File: src/hdl/sdsd_map.vh
// Constants for the card status record fetch and decoder
`ifndef SDSD_MAP_VH
`define SDSD_MAP_VH

// ==========================================================
// Commands on the SD command line
`define SDSD_CMD_APP_PREFIX   6'h37
`define SDSD_CMD_STATUS       6'h0d
`define SDSD_CMD_LEN          7'h30
`define SDSD_RESP_LEN         7'h30
`define SDSD_REC_BITS         10'h200
`define SDSD_CRC_BITS         5'h10

// ==========================================================
// Record field positions
`define SDSD_ERASE_OFS_HI     401
`define SDSD_ERASE_OFS_LO     400
`define SDSD_ERASE_TMO_HI     407
`define SDSD_ERASE_TMO_LO     402
`define SDSD_ERASE_CNT_HI     423
`define SDSD_ERASE_CNT_LO     408
`define SDSD_AU_HI            431
`define SDSD_AU_LO            428
`define SDSD_MOVE_HI          439
`define SDSD_MOVE_LO          432
`define SDSD_SPEED_HI         447
`define SDSD_SPEED_LO         440
`define SDSD_PROT_HI          479
`define SDSD_PROT_LO          448
`define SDSD_VARIANT_HI       495
`define SDSD_VARIANT_LO       480
`define SDSD_SECURE_BIT       509
`define SDSD_WIDTH_HI         511
`define SDSD_WIDTH_LO         510

// ==========================================================
// Card state and width codes
`define SDSD_STATE_TRAN       4'h4
`define SDSD_WIDTH_ONE        2'h0
`define SDSD_WIDTH_FOUR       2'h2
`define SDSD_VARIANT_RW       16'h0000
`define SDSD_VARIANT_RO       16'h0001

// ==========================================================
// APB register map
`define SDSD_REG_CTRL         6'h00
`define SDSD_REG_STAT         6'h04
`define SDSD_REG_ERASE        6'h08
`define SDSD_REG_PERF         6'h0c
`define SDSD_REG_PROT         6'h10
`define SDSD_REG_TYPE         6'h14
`define SDSD_REG_CSTAT        6'h18

// ==========================================================
// Timing
`define SDSD_LINK_DIV         8'h08
`define SDSD_RESP_WAIT        8'hc8
`define SDSD_DATA_WAIT        16'hffff

`endif

File: src/hdl/sdsd_top.v
// Card status record fetcher and field decoder with APB registers
//
// The address map and the APB register port were left to the implementer.
`timescale 1ns/1ns
`default_nettype none
`include "sdsd_map.vh"

module sdsd_top
(
   input  wire        CLK,
   input  wire        SYS_RST,
   input  wire        PSEL,
   input  wire        PENABLE,
   input  wire        PWRITE,
   input  wire [5:0]  PADDR,
   input  wire [31:0] PWDATA,
   output reg  [31:0] PRDATA,
   output reg         PREADY,
   output reg         PSLVERR,
   output reg         SD_CLK,
   output reg         SD_CMD_OUT,
   output reg         SD_CMD_OE,
   input  wire        SD_CMD_IN,
   input  wire        SD_DAT0_IN
);

   // ==========================================================
   // States
   localparam ST_IDLE  = 3'h0;
   localparam ST_SEND  = 3'h1;
   localparam ST_RESP  = 3'h2;
   localparam ST_WAITD = 3'h3;
   localparam ST_DATA  = 3'h4;
   localparam ST_CRC   = 3'h5;

   // ==========================================================
   // Pin synchronisers
   reg        cmd_s1, cmd_s2, dat_s1, dat_s2;
   always @(posedge CLK)
   begin
      cmd_s1 <= SD_CMD_IN;
      cmd_s2 <= cmd_s1;
      dat_s1 <= SD_DAT0_IN;
      dat_s2 <= dat_s1;
   end

   // ==========================================================
   // Card clock divider, enables on both edges
   reg  [7:0] div_cnt;
   reg        tick_fall, tick_rise;
   reg        run_clk;
   always @(posedge CLK)
   begin
      tick_fall <= 1'b0;
      tick_rise <= 1'b0;
      // Stop only in a low phase, so no short card clock pulse
      if (SYS_RST || (!run_clk && !SD_CLK))
      begin
         div_cnt <= 8'h00;
         SD_CLK  <= 1'b0;
      end
      else if (div_cnt == `SDSD_LINK_DIV - 8'h01)
      begin
         div_cnt   <= 8'h00;
         SD_CLK    <= ~SD_CLK;
         tick_fall <= SD_CLK;
         tick_rise <= ~SD_CLK;
      end
      else
         div_cnt <= div_cnt + 8'h01;
   end

   // ==========================================================
   // Command frame builder with CRC7
   function [6:0] crc7_step;
      input [6:0] crc;
      input       b;
      reg         fb;
      begin
         fb = crc[6] ^ b;
         crc7_step = {crc[5:0], fb} ^ {3'h0, fb, 3'h0};
      end
   endfunction
   function [47:0] build_cmd;
      input [5:0]  idx;
      input [31:0] arg;
      reg   [39:0] body;
      reg   [6:0]  c;
      integer      i;
      begin
         body = {2'b01, idx, arg};
         c = 7'h00;
         for (i = 39; i >= 0; i = i - 1)
            c = crc7_step(c, body[i]);
         build_cmd = {body, c, 1'b1};
      end
   endfunction

   // ==========================================================
   // Registers and state
   reg [2:0]   state;
   reg         second_cmd;
   reg [47:0]  cmd_sr;
   reg [6:0]   bit_cnt;
   reg [47:0]  resp_sr;
   reg [9:0]   rec_cnt;
   reg [4:0]   crc_cnt;
   reg [15:0]  wait_cnt;
   reg [511:0] rec_sr;
   reg [511:0] record;
   reg [15:0]  rca;
   reg [3:0]   card_state;
   reg [31:0]  card_status;
   reg         busy, done, err_state, err_tmo;
   wire apb_wr = PSEL && PENABLE && PWRITE && !PREADY;
   wire apb_rd = PSEL && PENABLE && !PWRITE && !PREADY;
   wire start_req = apb_wr && PADDR == `SDSD_REG_CTRL && PWDATA[0];
   // State written along with the start bit decides, not the old one
   wire in_tran = PWDATA[7:4] == `SDSD_STATE_TRAN;
   // ==========================================================
   // Decoded fields
   wire [1:0]  erase_offset =
      record[`SDSD_ERASE_OFS_HI:`SDSD_ERASE_OFS_LO];
   wire [5:0]  erase_tmo    =
      record[`SDSD_ERASE_TMO_HI:`SDSD_ERASE_TMO_LO];
   wire [15:0] erase_units  =
      record[`SDSD_ERASE_CNT_HI:`SDSD_ERASE_CNT_LO];
   wire [3:0]  alloc_unit_size_code = record[`SDSD_AU_HI:`SDSD_AU_LO];
   wire [7:0]  move_perf    = record[`SDSD_MOVE_HI:`SDSD_MOVE_LO];
   wire [7:0]  speed_class  = record[`SDSD_SPEED_HI:`SDSD_SPEED_LO];
   wire [31:0] protected_region_size =
      record[`SDSD_PROT_HI:`SDSD_PROT_LO];
   wire [15:0] card_variant = record[`SDSD_VARIANT_HI:`SDSD_VARIANT_LO];
   wire        secure_op_flag = record[`SDSD_SECURE_BIT];
   wire [1:0]  lane_width_code = record[`SDSD_WIDTH_HI:`SDSD_WIDTH_LO];
   // Standard card when high byte is zero
   wire std_card = card_variant[15:8] == 8'h00;
   wire var_ro   = card_variant == `SDSD_VARIANT_RO;
   wire var_rw   = card_variant == `SDSD_VARIANT_RW;
   wire w_one    = lane_width_code == `SDSD_WIDTH_ONE;
   wire w_four   = lane_width_code == `SDSD_WIDTH_FOUR;
   wire w_rsvd   = !w_one && !w_four;

   // ==========================================================
   // Fetch sequencer
   always @(posedge CLK)
   begin
      if (SYS_RST)
      begin
         state       <= ST_IDLE;
         second_cmd  <= 1'b0;
         bit_cnt     <= 7'h00;
         record      <= 512'h0;
         run_clk     <= 1'b0;
         busy        <= 1'b0;
         done        <= 1'b0;
         err_state   <= 1'b0;
         err_tmo     <= 1'b0;
         card_status <= 32'h0;
         SD_CMD_OUT  <= 1'b1;
         SD_CMD_OE   <= 1'b0;
      end
      else
      begin
         case (state)
            ST_IDLE:
            begin
               if (start_req)
               begin
                  done <= 1'b0;
                  // Refused outside transfer state
                  if (!in_tran)
                     err_state <= 1'b1;
                  else
                  begin
                     err_state  <= 1'b0;
                     err_tmo    <= 1'b0;
                     busy       <= 1'b1;
                     run_clk    <= 1'b1;
                     second_cmd <= 1'b0;
                     cmd_sr     <= build_cmd(`SDSD_CMD_APP_PREFIX,
                                             {PWDATA[31:16], 16'h0000});
                     bit_cnt    <= 7'h00;
                     state      <= ST_SEND;
                  end
               end
            end
            ST_SEND:
            begin
               // Drive on falling card clock edge
               if (tick_fall)
               begin
                  SD_CMD_OE  <= 1'b1;
                  SD_CMD_OUT <= cmd_sr[47];
                  cmd_sr     <= {cmd_sr[46:0], 1'b1};
                  bit_cnt    <= bit_cnt + 7'h01;
                  if (bit_cnt == `SDSD_CMD_LEN)
                  begin
                     SD_CMD_OE  <= 1'b0;
                     SD_CMD_OUT <= 1'b1;
                     bit_cnt    <= 7'h00;
                     wait_cnt   <= 16'h0000;
                     state      <= ST_RESP;
                  end
               end
            end
            ST_RESP:
            begin
               if (tick_rise)
               begin
                  if (bit_cnt == 7'h00 && cmd_s2)
                  begin
                     wait_cnt <= wait_cnt + 16'h0001;
                     if (wait_cnt[7:0] == `SDSD_RESP_WAIT)
                     begin
                        err_tmo <= 1'b1;
                        busy    <= 1'b0;
                        run_clk <= 1'b0;
                        state   <= ST_IDLE;
                     end
                  end
                  else
                  begin
                     resp_sr <= {resp_sr[46:0], cmd_s2};
                     bit_cnt <= bit_cnt + 7'h01;
                     if (bit_cnt == `SDSD_RESP_LEN - 7'h01)
                     begin
                        bit_cnt <= 7'h00;
                        // Response bits; class B/C flags taken as sent
                        card_status <= resp_sr[38:7];
                        if (!second_cmd)
                        begin
                           // Status command follows the prefix at once
                           second_cmd <= 1'b1;
                           cmd_sr <= build_cmd(`SDSD_CMD_STATUS, 32'h0);
                           state  <= ST_SEND;
                        end
                        else
                        begin
                           wait_cnt <= 16'h0000;
                           rec_cnt  <= 10'h000;
                           state    <= ST_WAITD;
                        end
                     end
                  end
               end
            end
            ST_WAITD:
            begin
               if (tick_rise)
               begin
                  wait_cnt <= wait_cnt + 16'h0001;
                  if (!dat_s2)
                     state <= ST_DATA;
                  else if (wait_cnt == `SDSD_DATA_WAIT)
                  begin
                     err_tmo <= 1'b1;
                     busy    <= 1'b0;
                     run_clk <= 1'b0;
                     state   <= ST_IDLE;
                  end
               end
            end
            ST_DATA:
            begin
               // Single 512-bit block, MSB first
               if (tick_rise)
               begin
                  rec_sr  <= {rec_sr[510:0], dat_s2};
                  rec_cnt <= rec_cnt + 10'h001;
                  if (rec_cnt == `SDSD_REC_BITS - 10'h001)
                  begin
                     crc_cnt <= 5'h00;
                     state   <= ST_CRC;
                  end
               end
            end
            ST_CRC:
            begin
               // CRC16 and end bit skipped, not checked
               if (tick_rise)
               begin
                  crc_cnt <= crc_cnt + 5'h01;
                  if (crc_cnt == `SDSD_CRC_BITS)
                  begin
                     record  <= rec_sr;
                     done    <= 1'b1;
                     busy    <= 1'b0;
                     run_clk <= 1'b0;
                     state   <= ST_IDLE;
                  end
               end
            end
            default:
               state <= ST_IDLE;
         endcase
      end
   end

   // ==========================================================
   // APB slave, one wait state
   always @(posedge CLK)
   begin
      if (SYS_RST)
      begin
         PRDATA     <= 32'h0;
         PREADY     <= 1'b0;
         PSLVERR    <= 1'b0;
         rca        <= 16'h0000;
         card_state <= 4'h0;
      end
      else
      begin
         PREADY  <= PSEL && PENABLE && !PREADY;
         PSLVERR <= 1'b0;
         if (apb_wr && PADDR == `SDSD_REG_CTRL)
         begin
            rca        <= PWDATA[31:16];
            card_state <= PWDATA[7:4];
         end
         if (apb_rd)
         begin
            case (PADDR)
               `SDSD_REG_CTRL:
                  PRDATA <= {rca, 8'h00, card_state, 4'h0};
               `SDSD_REG_STAT:
                  PRDATA <= {19'h0, lane_width_code, secure_op_flag,
                             w_rsvd, w_four, w_one, var_rw, var_ro,
                             std_card, err_tmo, err_state, done, busy};
               `SDSD_REG_ERASE:
                  PRDATA <= {8'h00, erase_units, erase_tmo,
                             erase_offset};
               `SDSD_REG_PERF:
                  PRDATA <= {12'h000, alloc_unit_size_code,
                             speed_class, move_perf};
               `SDSD_REG_PROT:
                  PRDATA <= protected_region_size;
               `SDSD_REG_TYPE:
                  PRDATA <= {16'h0000, card_variant};
               `SDSD_REG_CSTAT:
                  PRDATA <= card_status;
               default:
               begin
                  PRDATA  <= 32'h0;
                  PSLVERR <= 1'b1;
               end
            endcase
         end
         else if (apb_wr)
            PSLVERR <= PADDR != `SDSD_REG_CTRL;
      end
   end

endmodule // sdsd_top
`default_nettype wire

File: config.mk
export PLATFORM = sky130hd
export DESIGN_NAME = sdsd_top
export DESIGN_NICKNAME = d
export VERILOG_FILES = /design/src/hdl/sdsd_top.v
export VERILOG_INCLUDE_DIRS = /design/src /design/src/hdl
export SDC_FILE = /design/constraint.sdc
export NUM_CORES = 1
export LEC_CHECK = 0
export ABC_AREA = 1
export BUFFER_PORTS_ARGS = -buffer_cell sky130_fd_sc_hd__buf_4
export CAP_MARGIN = 5
export CORE_UTILIZATION = 50
export DETAILED_ROUTE_END_ITERATION = 10
export PLACE_DENSITY_LB_ADDON = 0.1
export SLEW_MARGIN = 10
export SYNTH_ARGS = -nofsm -noshare
export SYNTH_HDL_FRONTEND = slang
export SYNTH_SLANG_ARGS = --single-unit
File: constraint.sdc
create_clock -name CLK -period 29.4 [get_ports CLK]
set_clock_uncertainty 0.1 [all_clocks]
set_input_delay 5.88 -clock CLK [delete_from_list [all_inputs] [get_ports CLK]]
set_output_delay 5.88 -clock CLK [all_outputs]
set_load 0.03 [all_outputs]
==> run_results.csv, run 1 <==
group,metric,value,unit
setup_path,cpLargestDelayFamily,"buffers and inverters",
flow_run,cap_violations,0,
global_routing,antenna_found_initial,2,
sta,finalMaxSlewViolations,0,
setup_path,path_cells,"buf_4 -> nor2_1 -> inv_1 -> nor2_4 -> buf_4 -> buf_4 -> buf_4",
power,sw_frac_of_total,19.9,%
sta,period_needed,8.96,ns
synthesis,synthArstFlopShare,0,%
global_routing,grt_util_met1,28.4,%
final_layout,multi_input_area,5600,sq um
synthesis,syn_area_per_cell,13.2,sq um
die,chipHeight,246,um
synthesis,synth_largest_area_cell,"edfxtp_1",
place,gp_congestion,0.847,
status,outcome,"completed",
clock_network,clkSinkCount,842,
detailed_routing,post_drt_via_cell_ratio,5.36,
sta,rsz0062_at_grt,"false",
global_routing,grt.met3_usage,3.15,%
synthesis,ys_ff_latch,842,
clock_network,cts_hold_buffers,0,
power,total_power,2.37,mW
worst_hold_path,hp-start,"dat_s1$_DFF_P_",
synthesis,yosysMostFrequentCell,"edfxtp_1",
place,io_buffers,70,
synthesis,synth_common_cells,"629 x edfxtp_1, 320 x nand2_1, 268 x nor2_1",
final_layout,nNetsFinal,2396,
place,post-place-ws,19.68,ns
synthesis,syn-num-nets,2304,
die,initial_core_util,51.0,%
power,switchingPower,0.472,mW
die,coreArea,58100,sq um
setup_path,required,29.54,ns
global_routing,grt_pass1_wl,89.0,mm
detailed_routing,antenna_left,0,
sta,hold_ws,0.225,ns
place,dp_hpwl,31.5,mm
detailed_routing,via_count,17000,
sta,post-route-period-util,30.5,%
setup_path,crit_type,"input pin to flop",
power,p_int,1.90,mW
worst_hold_path,whs_path_depth,0,
final_layout,fin_cells,3178,
synthesis,syn_inst,2251,
final_layout,final_util,58.1,%
sta,setup_violations,0,
setup_path,cp_max_fo,89,
clock_network,cts-resized-gates,0,
detailed_routing,dr.pass1.iters,6,
clock_network,cts_buffers,86,
power,powerDensity,70.2,nW/um^2
clock_network,h-tree-depth,3,
setup_path,reg2regPathDepth,8,
setup_path,reg2reg_to,"rec_sr[340]$_DFFE_PP_",
sta,tightest_slew,1.16,ns
clock_network,cts-root-buf,"clkbuf_16",
clock_network,cts_tree,"built",
setup_path,cpMaxStageDelayCell,"buf_4",
synthesis,ys.flop_type,"edfxtp_1",
clock_network,cts_setup_buffers,0,
synthesis,syn_area,29700,sq um
sta,hold_viol,0,
clock_network,clock_latency,0.63,ns
sta,layout_setup_ws,20.44,ns
final_layout,n_antenna_cell,0,
global_routing,overflow,0,
worst_hold_path,min_to,"dat_s2$_DFF_P_",
global_routing,grt_pass1_vias,16500,
sta,relSlewSlack,22.5,%
final_layout,fillers,4671,
power,power_frac_seq,53.2,%
global_routing,grt_max_degree,192,
setup_path,critical_path_arrival,9.10,ns
sta,tns,0,ns
power,p_leak,11.9,nW
detailed_routing,wl_per_cell,17.5,um
power,p_clk_share,45.2,%
synthesis,synth.distinct_cells,52,
synthesis,synth-edff-count,629,
final_layout,drive_gt1_share,10.8,%
detailed_routing,drt-total-wl,55.6,mm
setup_path,r2r-start,"state[1]$_SDFFE_PP0P_",
detailed_routing,drt_drc_violations_left,0,
place,dp_cells,3020,
global_routing,grtUsageMet2,26.8,%
synthesis,synth_top_area_share,63.7,%
synthesis,synth-seq-area-share,78.1,%
final_layout,regArea,23200,sq um
detailed_routing,drt_iter0_drc,1721,
die,die_w,246,um
setup_path,startpoint_type,"input pin",
power,pwr-share-comb,1.6,%
setup_path,crit_path_frequent_cell,"buf_4",
final_layout,syn_to_final_growth,13.9,%
sta,max_freq,112,MHz
die,die_area,60300,sq um
setup_path,rrSetupSlack,24.89,ns
worst_hold_path,hold_class,"flop to flop",
power,worst_ir_drop_vdd,0.0440,mV
setup_path,path_buf_inv,5,
global_routing,grt_most_used_layer,"met1",
synthesis,yosysWarnings,0,
place,place_area,31000,sq um
final_layout,finalInstanceArea,33800,sq um
clock_network,cts_buffer_depth,3,
die,ioPinCount,82,
setup_path,cp-end-kind,"flop",
synthesis,synthTopCellsByArea,"edfxtp_1 64%, dfxtp_1 14%, nand2_1 4.0%, o21ai_0 3.5%, nor2_1 3.4%",
die,num_rows,88,
clock_network,cts.clk_slew.worst_paths,0.06,ns
setup_path,max_stage_delay,0.93,ns
global_routing,grt_usage,18.7,%
## cells in the final DEF (no fill, tap or decap), types with 34 or more instances in the layout
cell / synthesis / final
edfxtp_1: 629 / 629
nand2_1: 320 / 320
nor2_1: 268 / 264
dfxtp_1: 213 / 213
o21ai_0: 208 / 208
inv_1: 145 / 143
a21oi_1: 111 / 111
clkbuf_16: 0 / 88
buf_4: 0 / 85
nand3_1: 74 / 74
nor4_1: 35 / 34
## layer usage
metal / wire length [um] / part of all wire, %
met5: 11 / 0.020
met4: 1550 / 2.8
met3: 2890 / 5.2
met2: 23900 / 43
met1: 27200 / 49
## cell type report
class | count | share of cell area (%)
clock buffer | 114 | 6.93
clock inverter | 44 | 1.37
inverter | 160 | 1.79
multi-input combinational | 1167 | 16.6
sequential | 842 | 68.5
tap | 765 | 2.83
timing repair buffer | 86 | 1.95
## worst max path at each step
stage | startpoint | to | cells past startpoint
after floorplan | SYS_RST | rec_sr[0]$_DFFE_PP_ | 4
after detailed placement | SYS_RST | rec_sr[338]$_DFFE_PP_ | 7
after CTS | SYS_RST | rec_sr[340]$_DFFE_PP_ | 7
after global placement | SYS_RST | rec_sr[340]$_DFFE_PP_ | 7
after global routing | SYS_RST | rec_sr[339]$_DFFE_PP_ | 7
final | SYS_RST | rec_sr[340]$_DFFE_PP_ | 7
## cells by family after synthesis
group           after synthesis  share of synthesized area, %
flops                       842                          78.1
simple gates                768                          11.1
compound gates              381                          6.94
buf+inv                     242                          3.21
xor+xnor                     10                         0.295
fa+ha+maj                     8                         0.338
## worst reg2reg max path, delay by kind of cell (launching register included)
family	cells	cell delay, ns
DFF	1	0.39
and+or+nand+nor	3	0.67
buffers and inverters	5	2.93
## flip-flops by register name, summed over array words and instances, names as in the netlist, 3 cells and up
register,count
bit_cnt,7
record,95
card_state,4
rec_sr,512
div_cnt,8
rec_cnt,10
wait_cnt,16
rca,16
card_status,32
PRDATA,32
crc_cnt,5
resp_sr,39
state,3
cmd_sr,47
## power by group through the flow
stage	clock, mW	sequential [mW]	combinational (mW)
5_1_grt	1.15	1.26	0.0442
3_5_place_dp	0	1.29	0.0383
2_1_floorplan	0	1.29	0.0247
3_3_place_gp	0	1.29	0.0372
6_report	1.07	1.26	0.0388
4_1_cts	1.10	1.26	0.0386
(Power assumes the default switching activity.)
==> run 2: changes to the inputs <==
==> constraint.sdc (replaced) <==
create_clock -name CLK -period 8.14 [get_ports CLK]
set_clock_uncertainty 0.1 [all_clocks]
set_input_delay 1.628 -clock CLK [delete_from_list [all_inputs] [get_ports CLK]]
set_output_delay 1.628 -clock CLK [all_outputs]
set_load 0.03 [all_outputs]
==> run 2 against run 1 <==
Effect of this change:
- sequential power increased to 3.6 times the previous value
- final cell count fell by 0.13%
- register-to-register slack worse by 21 ns
- global-route usage down 0.40 points
- hold slack improved by 0.0011 ns
- count of clock-buffer cells in the layout shrank 9
==> run_results.csv, run 2 (synthesis results as in run 1) <==
group,metric,value,unit
status,outcome,"completed",
place,post-place-ws,3.63,ns
final_layout,fillers,4635,
power,powerDensity,256,nW/um^2
setup_path,crit_type,"input pin to flop",
global_routing,overflow,0,
final_layout,top_register,"rec_sr",
clock_network,cts_hold_buffers,0,
clock_network,cts_setup_buffers,0,
die,chipHeight,246,um
power,p_leak,11.9,nW
global_routing,grt_max_degree,186,
setup_path,startpoint_type,"input pin",
final_layout,n_antenna_cell,0,
clock_network,clkSinkCount,842,
setup_path,r2r-start,"state[1]$_SDFFE_PP0P_",
clock_network,cts-resized-gates,0,
worst_hold_path,hold_class,"flop to flop",
final_layout,drive_gt1_share,11.2,%
place,gp_congestion,0.821,
place,dp_cells,3019,
detailed_routing,dr.pass1.iters,5,
clock_network,cts_tree,"built",
worst_hold_path,hp-start,"cmd_s1$_DFF_P_",
setup_path,required,8.27,ns
worst_hold_path,min_to,"cmd_s2$_DFF_P_",
clock_network,cts_buffers,85,
clock_network,h-tree-depth,3,
clock_network,cts.clk_slew.worst_paths,0.06,ns
setup_path,rrSetupSlack,4.39,ns
clock_network,cts_buffer_depth,3,
global_routing,grt_usage,18.3,%
setup_path,reg2regPathDepth,7,
detailed_routing,drt_drc_violations_left,0,
place,io_buffers,70,
sta,tns,0,ns
power,worst_ir_drop_vdd,0.192,mV
place,dp_hpwl,31.0,mm
clock_network,clock_latency,0.61,ns
detailed_routing,post_drt_via_cell_ratio,5.30,
setup_path,cp-end-kind,"flop",
sta,setup_violations,0,
final_layout,layout_common_cells,"629 x edfxtp_1, 320 x nand2_1, 263 x nor2_1",
worst_hold_path,whs_path_depth,0,
sta,relSlewSlack,21.4,%
sta,period_needed,3.85,ns
setup_path,crit_path_start,"SYS_RST",
sta,layout_setup_ws,4.29,ns
final_layout,nNetsFinal,2394,
die,ioPinCount,82,
sta,rsz0062_at_grt,"false",
detailed_routing,via_count,16800,
flow_run,cap_violations,0,
clock_network,cts-root-buf,"clkbuf_16",
sta,post-route-period-util,47.3,%
detailed_routing,drt_iter0_drc,1248,
final_layout,reg.largest.list,"rec_sr x512, record x95, cmd_sr x47",
global_routing,antenna_found_initial,0,
sta,tightest_slew,1.18,ns
sta,hold_viol,0,
final_layout,fin_cells,3174,
die,initial_core_util,51.0,%
die,die_w,246,um
sta,finalMaxSlewViolations,0,
detailed_routing,antenna_left,0,
setup_path,cp_max_fo,185,
global_routing,grt_pass1_vias,16100,
sta,max_freq,260,MHz
setup_path,reg2reg_to,"rec_sr[78]$_DFFE_PP_",
final_layout,largest_register_ffs,512,
final_layout,syn_to_final_growth,14.2,%
die,coreArea,58100,sq um
detailed_routing,wl_per_cell,17.2,um
die,die_area,60300,sq um
final_layout,final_util,58.3,%
detailed_routing,drt-total-wl,54.6,mm
global_routing,grt_pass1_wl,87.0,mm
setup_path,critical_path_arrival,3.98,ns
die,num_rows,88,
final_layout,final_common_cell,"edfxtp_1",
sta,hold_ws,0.226,ns
run 2: worst max path at each step:
stage	end	slack, ns	depth (start not counted)
global placement	rec_sr[102]$_DFFE_PP_	3.69	6
detailed placement	rec_sr[101]$_DFFE_PP_	3.63	6
finish	rec_sr[78]$_DFFE_PP_	4.29	6
CTS	rec_sr[77]$_DFFE_PP_	4.29	6
floorplan	rec_sr[0]$_DFFE_PP_	-1.83	4
global route	err_tmo$_SDFFE_PP0P_	4.02	10
run 2: power by group:
group | internal [mW] | switching, mW
clock network | 2.40 | 1.57
logic | 0.0434 | 0.0951
registers | 4.56 | 0.00109
total | 7.00 | 1.67
run 2: cell type report:
type,instances,area (sq um),share of cell area (%)
clock buffer,105,2310,6.83
sequential,842,23200,68.3
tap,765,957,2.83
inverter,160,604,1.78
clock inverter,50,562,1.66
multi-input combinational,1167,5620,16.6
timing repair buffer,85,663,1.96
run 2: metrics by stage:
stage          cell area (sq um)  power (mW)
6_report                   33900        8.67
5_1_grt                    33900        8.95
4_1_cts                    33900        8.77
3_5_place_dp               31000        4.79
3_3_place_gp               31000        4.78
2_1_floorplan              29700        4.74
run 2: routing by layer:
metal | share of wire (%) | vias up | track usage, %
met2 | 44 | 411 | 27.0
met4 | 2.1 | 0 | 5.37
met1 | 48 | 8175 | 27.5
li1 | - | 8137 | -
met3 | 5.6 | 86 | 3.80
met5 | 0 | - | 0
run 2: critical path, cell delays in order:
cell    delay [ns]
buf_4         0.25
nor2_4        0.16
inv_2         0.07
nor2_4        0.15
buf_12        0.63
buf_4         0.89
==> run 3: changes to the inputs <==
==> constraint.sdc (replaced) <==
create_clock -name CLK -period 3.92 [get_ports CLK]
set_clock_uncertainty 0.1 [all_clocks]
set_input_delay 0.784 -clock CLK [delete_from_list [all_inputs] [get_ports CLK]]
set_output_delay 0.784 -clock CLK [all_outputs]
set_load 0.03 [all_outputs]
==> run 3 against run 2 <==
Effect of this change:
- utilization rose by 0.20 points
- highest routed layer is now met5
- flip-flop and latch count unchanged
- worst setup slack got worse by 3.4 ns
- first-iteration DRC count rose by 5.2%
- sequential share of layout area fell by 0.24 points
- clock power up 100%
- non-clock buffer count rose by 16
- global-route usage up 0.38 points
- final cell count grew 0.63%
- combinational power grew 110%
- hold slack got worse by 0.083 ns
==> run_results.csv, run 3 (synthesis results as in run 1) <==
group,metric,value,unit
status,outcome,"completed",
setup_path,cp_max_fo,39,
power,power_frac_seq,53.1,%
global_routing,grt_max_degree,149,
clock_network,cts_tree,"built",
clock_network,cts_hold_buffers,0,
detailed_routing,via_count,16900,
sta,post-route-period-util,77.4,%
power,switchingPower,3.62,mW
final_layout,largest_register_ffs,512,
place,gp_congestion,0.858,
clock_network,clkSinkCount,842,
clock_network,cts-root-buf,"clkbuf_16",
sta,setup_violations,0,
global_routing,grt_usage,18.7,%
power,worst_ir_drop_vdd,0.401,mV
worst_hold_path,hold_class,"input pin to flop",
die,ioPinCount,82,
clock_network,clock_latency,0.64,ns
sta,rsz0062_at_grt,"false",
power,powerDensity,525,nW/um^2
global_routing,grt_pass1_vias,16400,
detailed_routing,drt_drc_violations_left,0,
power,p_int,14.2,mW
clock_network,cts_buffers,84,
global_routing,grt_pass1_wl,88.6,mm
power,sw_frac_of_total,20.3,%
detailed_routing,drt_iter0_drc,1313,
clock_network,cts_setup_buffers,0,
sta,hold_viol,0,
sta,relSlewSlack,40.0,%
final_layout,layout_common_cells,"629 x edfxtp_1, 320 x nand2_1, 262 x nor2_1",
detailed_routing,post_drt_via_cell_ratio,5.30,
final_layout,syn_to_final_growth,14.6,%
clock_network,cts_buffer_depth,3,
die,die_area,60300,sq um
place,io_buffers,70,
die,num_rows,88,
detailed_routing,drt-total-wl,55.6,mm
setup_path,startpoint_type,"flop",
flow_run,cap_violations,0,
final_layout,top_register,"rec_sr",
setup_path,crit_type,"flop to flop",
power,pwr-share-comb,1.6,%
final_layout,drive_gt1_share,11.7,%
detailed_routing,antenna_left,0,
power,p_clk_share,45.3,%
sta,tightest_slew,0.900,ns
final_layout,nNetsFinal,2409,
die,initial_core_util,51.0,%
clock_network,cts-resized-gates,0,
die,coreArea,58100,sq um
clock_network,cts.clk_slew.worst_paths,0.06,ns
final_layout,reg.largest.list,"rec_sr x512, record x95, cmd_sr x47",
setup_path,required,4.08,ns
setup_path,cp-end-kind,"flop",
final_layout,final_common_cell,"edfxtp_1",
power,p_leak,12.0,nW
sta,max_freq,330,MHz
die,chipHeight,246,um
global_routing,antenna_found_initial,3,
setup_path,critical_path_arrival,3.19,ns
clock_network,h-tree-depth,3,
sta,tns,0,ns
global_routing,overflow,0,
detailed_routing,dr.pass1.iters,5,
sta,hold_ws,0.143,ns
die,die_w,246,um
sta,period_needed,3.03,ns
detailed_routing,wl_per_cell,17.4,um
sta,finalMaxSlewViolations,0,
place,dp_hpwl,32.2,mm
## run 3: cell types whose count changed in the layout (fill, tap and decap cells not counted), moves of 2 or more
cell | before | now
buf_12 | 2 | 5
buf_4 | 83 | 96
bufinv_16 | 12 | 5
clkbuf_1 | 11 | 19
clkbuf_8 | 7 | 12
clkinv_16 | 0 | 3
clkinv_2 | 23 | 19
clkinvlp_4 | 5 | 3
inv_16 | 0 | 3
nor2_2 | 7 | 10
nor2_4 | 7 | 5
## run 3: metal layers
metal  up-vias  GRT usage, %  share of wire, %
met2       376          27.2                44
li1       8161             -                 -
met3        95          4.52               5.7
met5         -             0             0.023
met4         2          6.39               2.6
met1      8301          27.5                48
## run 3: cell type report
class | count | area, sq um
sequential | 842 | 23200
fill | 4593 | 24100
inverter | 160 | 604
multi-input combinational | 1167 | 5620
timing repair buffer | 101 | 821
clock inverter | 41 | 454
tap | 765 | 957
clock buffer | 117 | 2390
antenna | 1 | 2.50
## run 3: worst paths after layout
kind	slack, ns	start	cells after the start	end
max	0.89	state[2]$_SDFFE_PP0P_	8	resp_sr[25]$_DFFE_PP_
min	0.14	SD_DAT0_IN	1	dat_s1$_DFF_P_
max reg2reg	0.89	state[2]$_SDFFE_PP0P_	8	resp_sr[25]$_DFFE_PP_
min reg2reg	0.22	cmd_s1$_DFF_P_	0	cmd_s2$_DFF_P_
## run 3: worst max-delay path, cell delays in order (launching register included)
cell	delay [ns]
dfxtp_1	0.34
inv_2	0.12
nand2_2	0.16
nor2_2	0.54
inv_2	0.19
nor2_1	0.20
inv_2	0.32
nor2_4	0.17
buf_4	0.48
## run 3: through the flow
step / cell area, sq um / instances / worst slack [ns] / util, % / power [mW]
3_5_place_dp: 31100 / 3035 / 0.816 / 53.6 / 9.94
3_3_place_gp: 31100 / 3035 / 0.809 / 53.6 / 9.94
6_report: 34000 / 3194 / 0.887 / 58.5 / 17.8
2_1_floorplan: 29700 / 2251 / -5.20 / - / 9.85
4_1_cts: 34000 / 3193 / 0.890 / 58.5 / 18.1
5_1_grt: 34000 / 3194 / 0.625 / 58.5 / 18.4
## run 3: power groups by stage
| stage | logic, mW | clock network [mW] | registers [mW] |
|---|---|---|---|
| final | 0.288 | 8.08 | 9.47 |
| after global routing | 0.327 | 8.63 | 9.46 |
| after CTS | 0.287 | 8.31 | 9.46 |
| after detailed placement | 0.285 | 0 | 9.66 |
| after global placement | 0.279 | 0 | 9.66 |
| after floorplan | 0.188 | 0 | 9.66 |
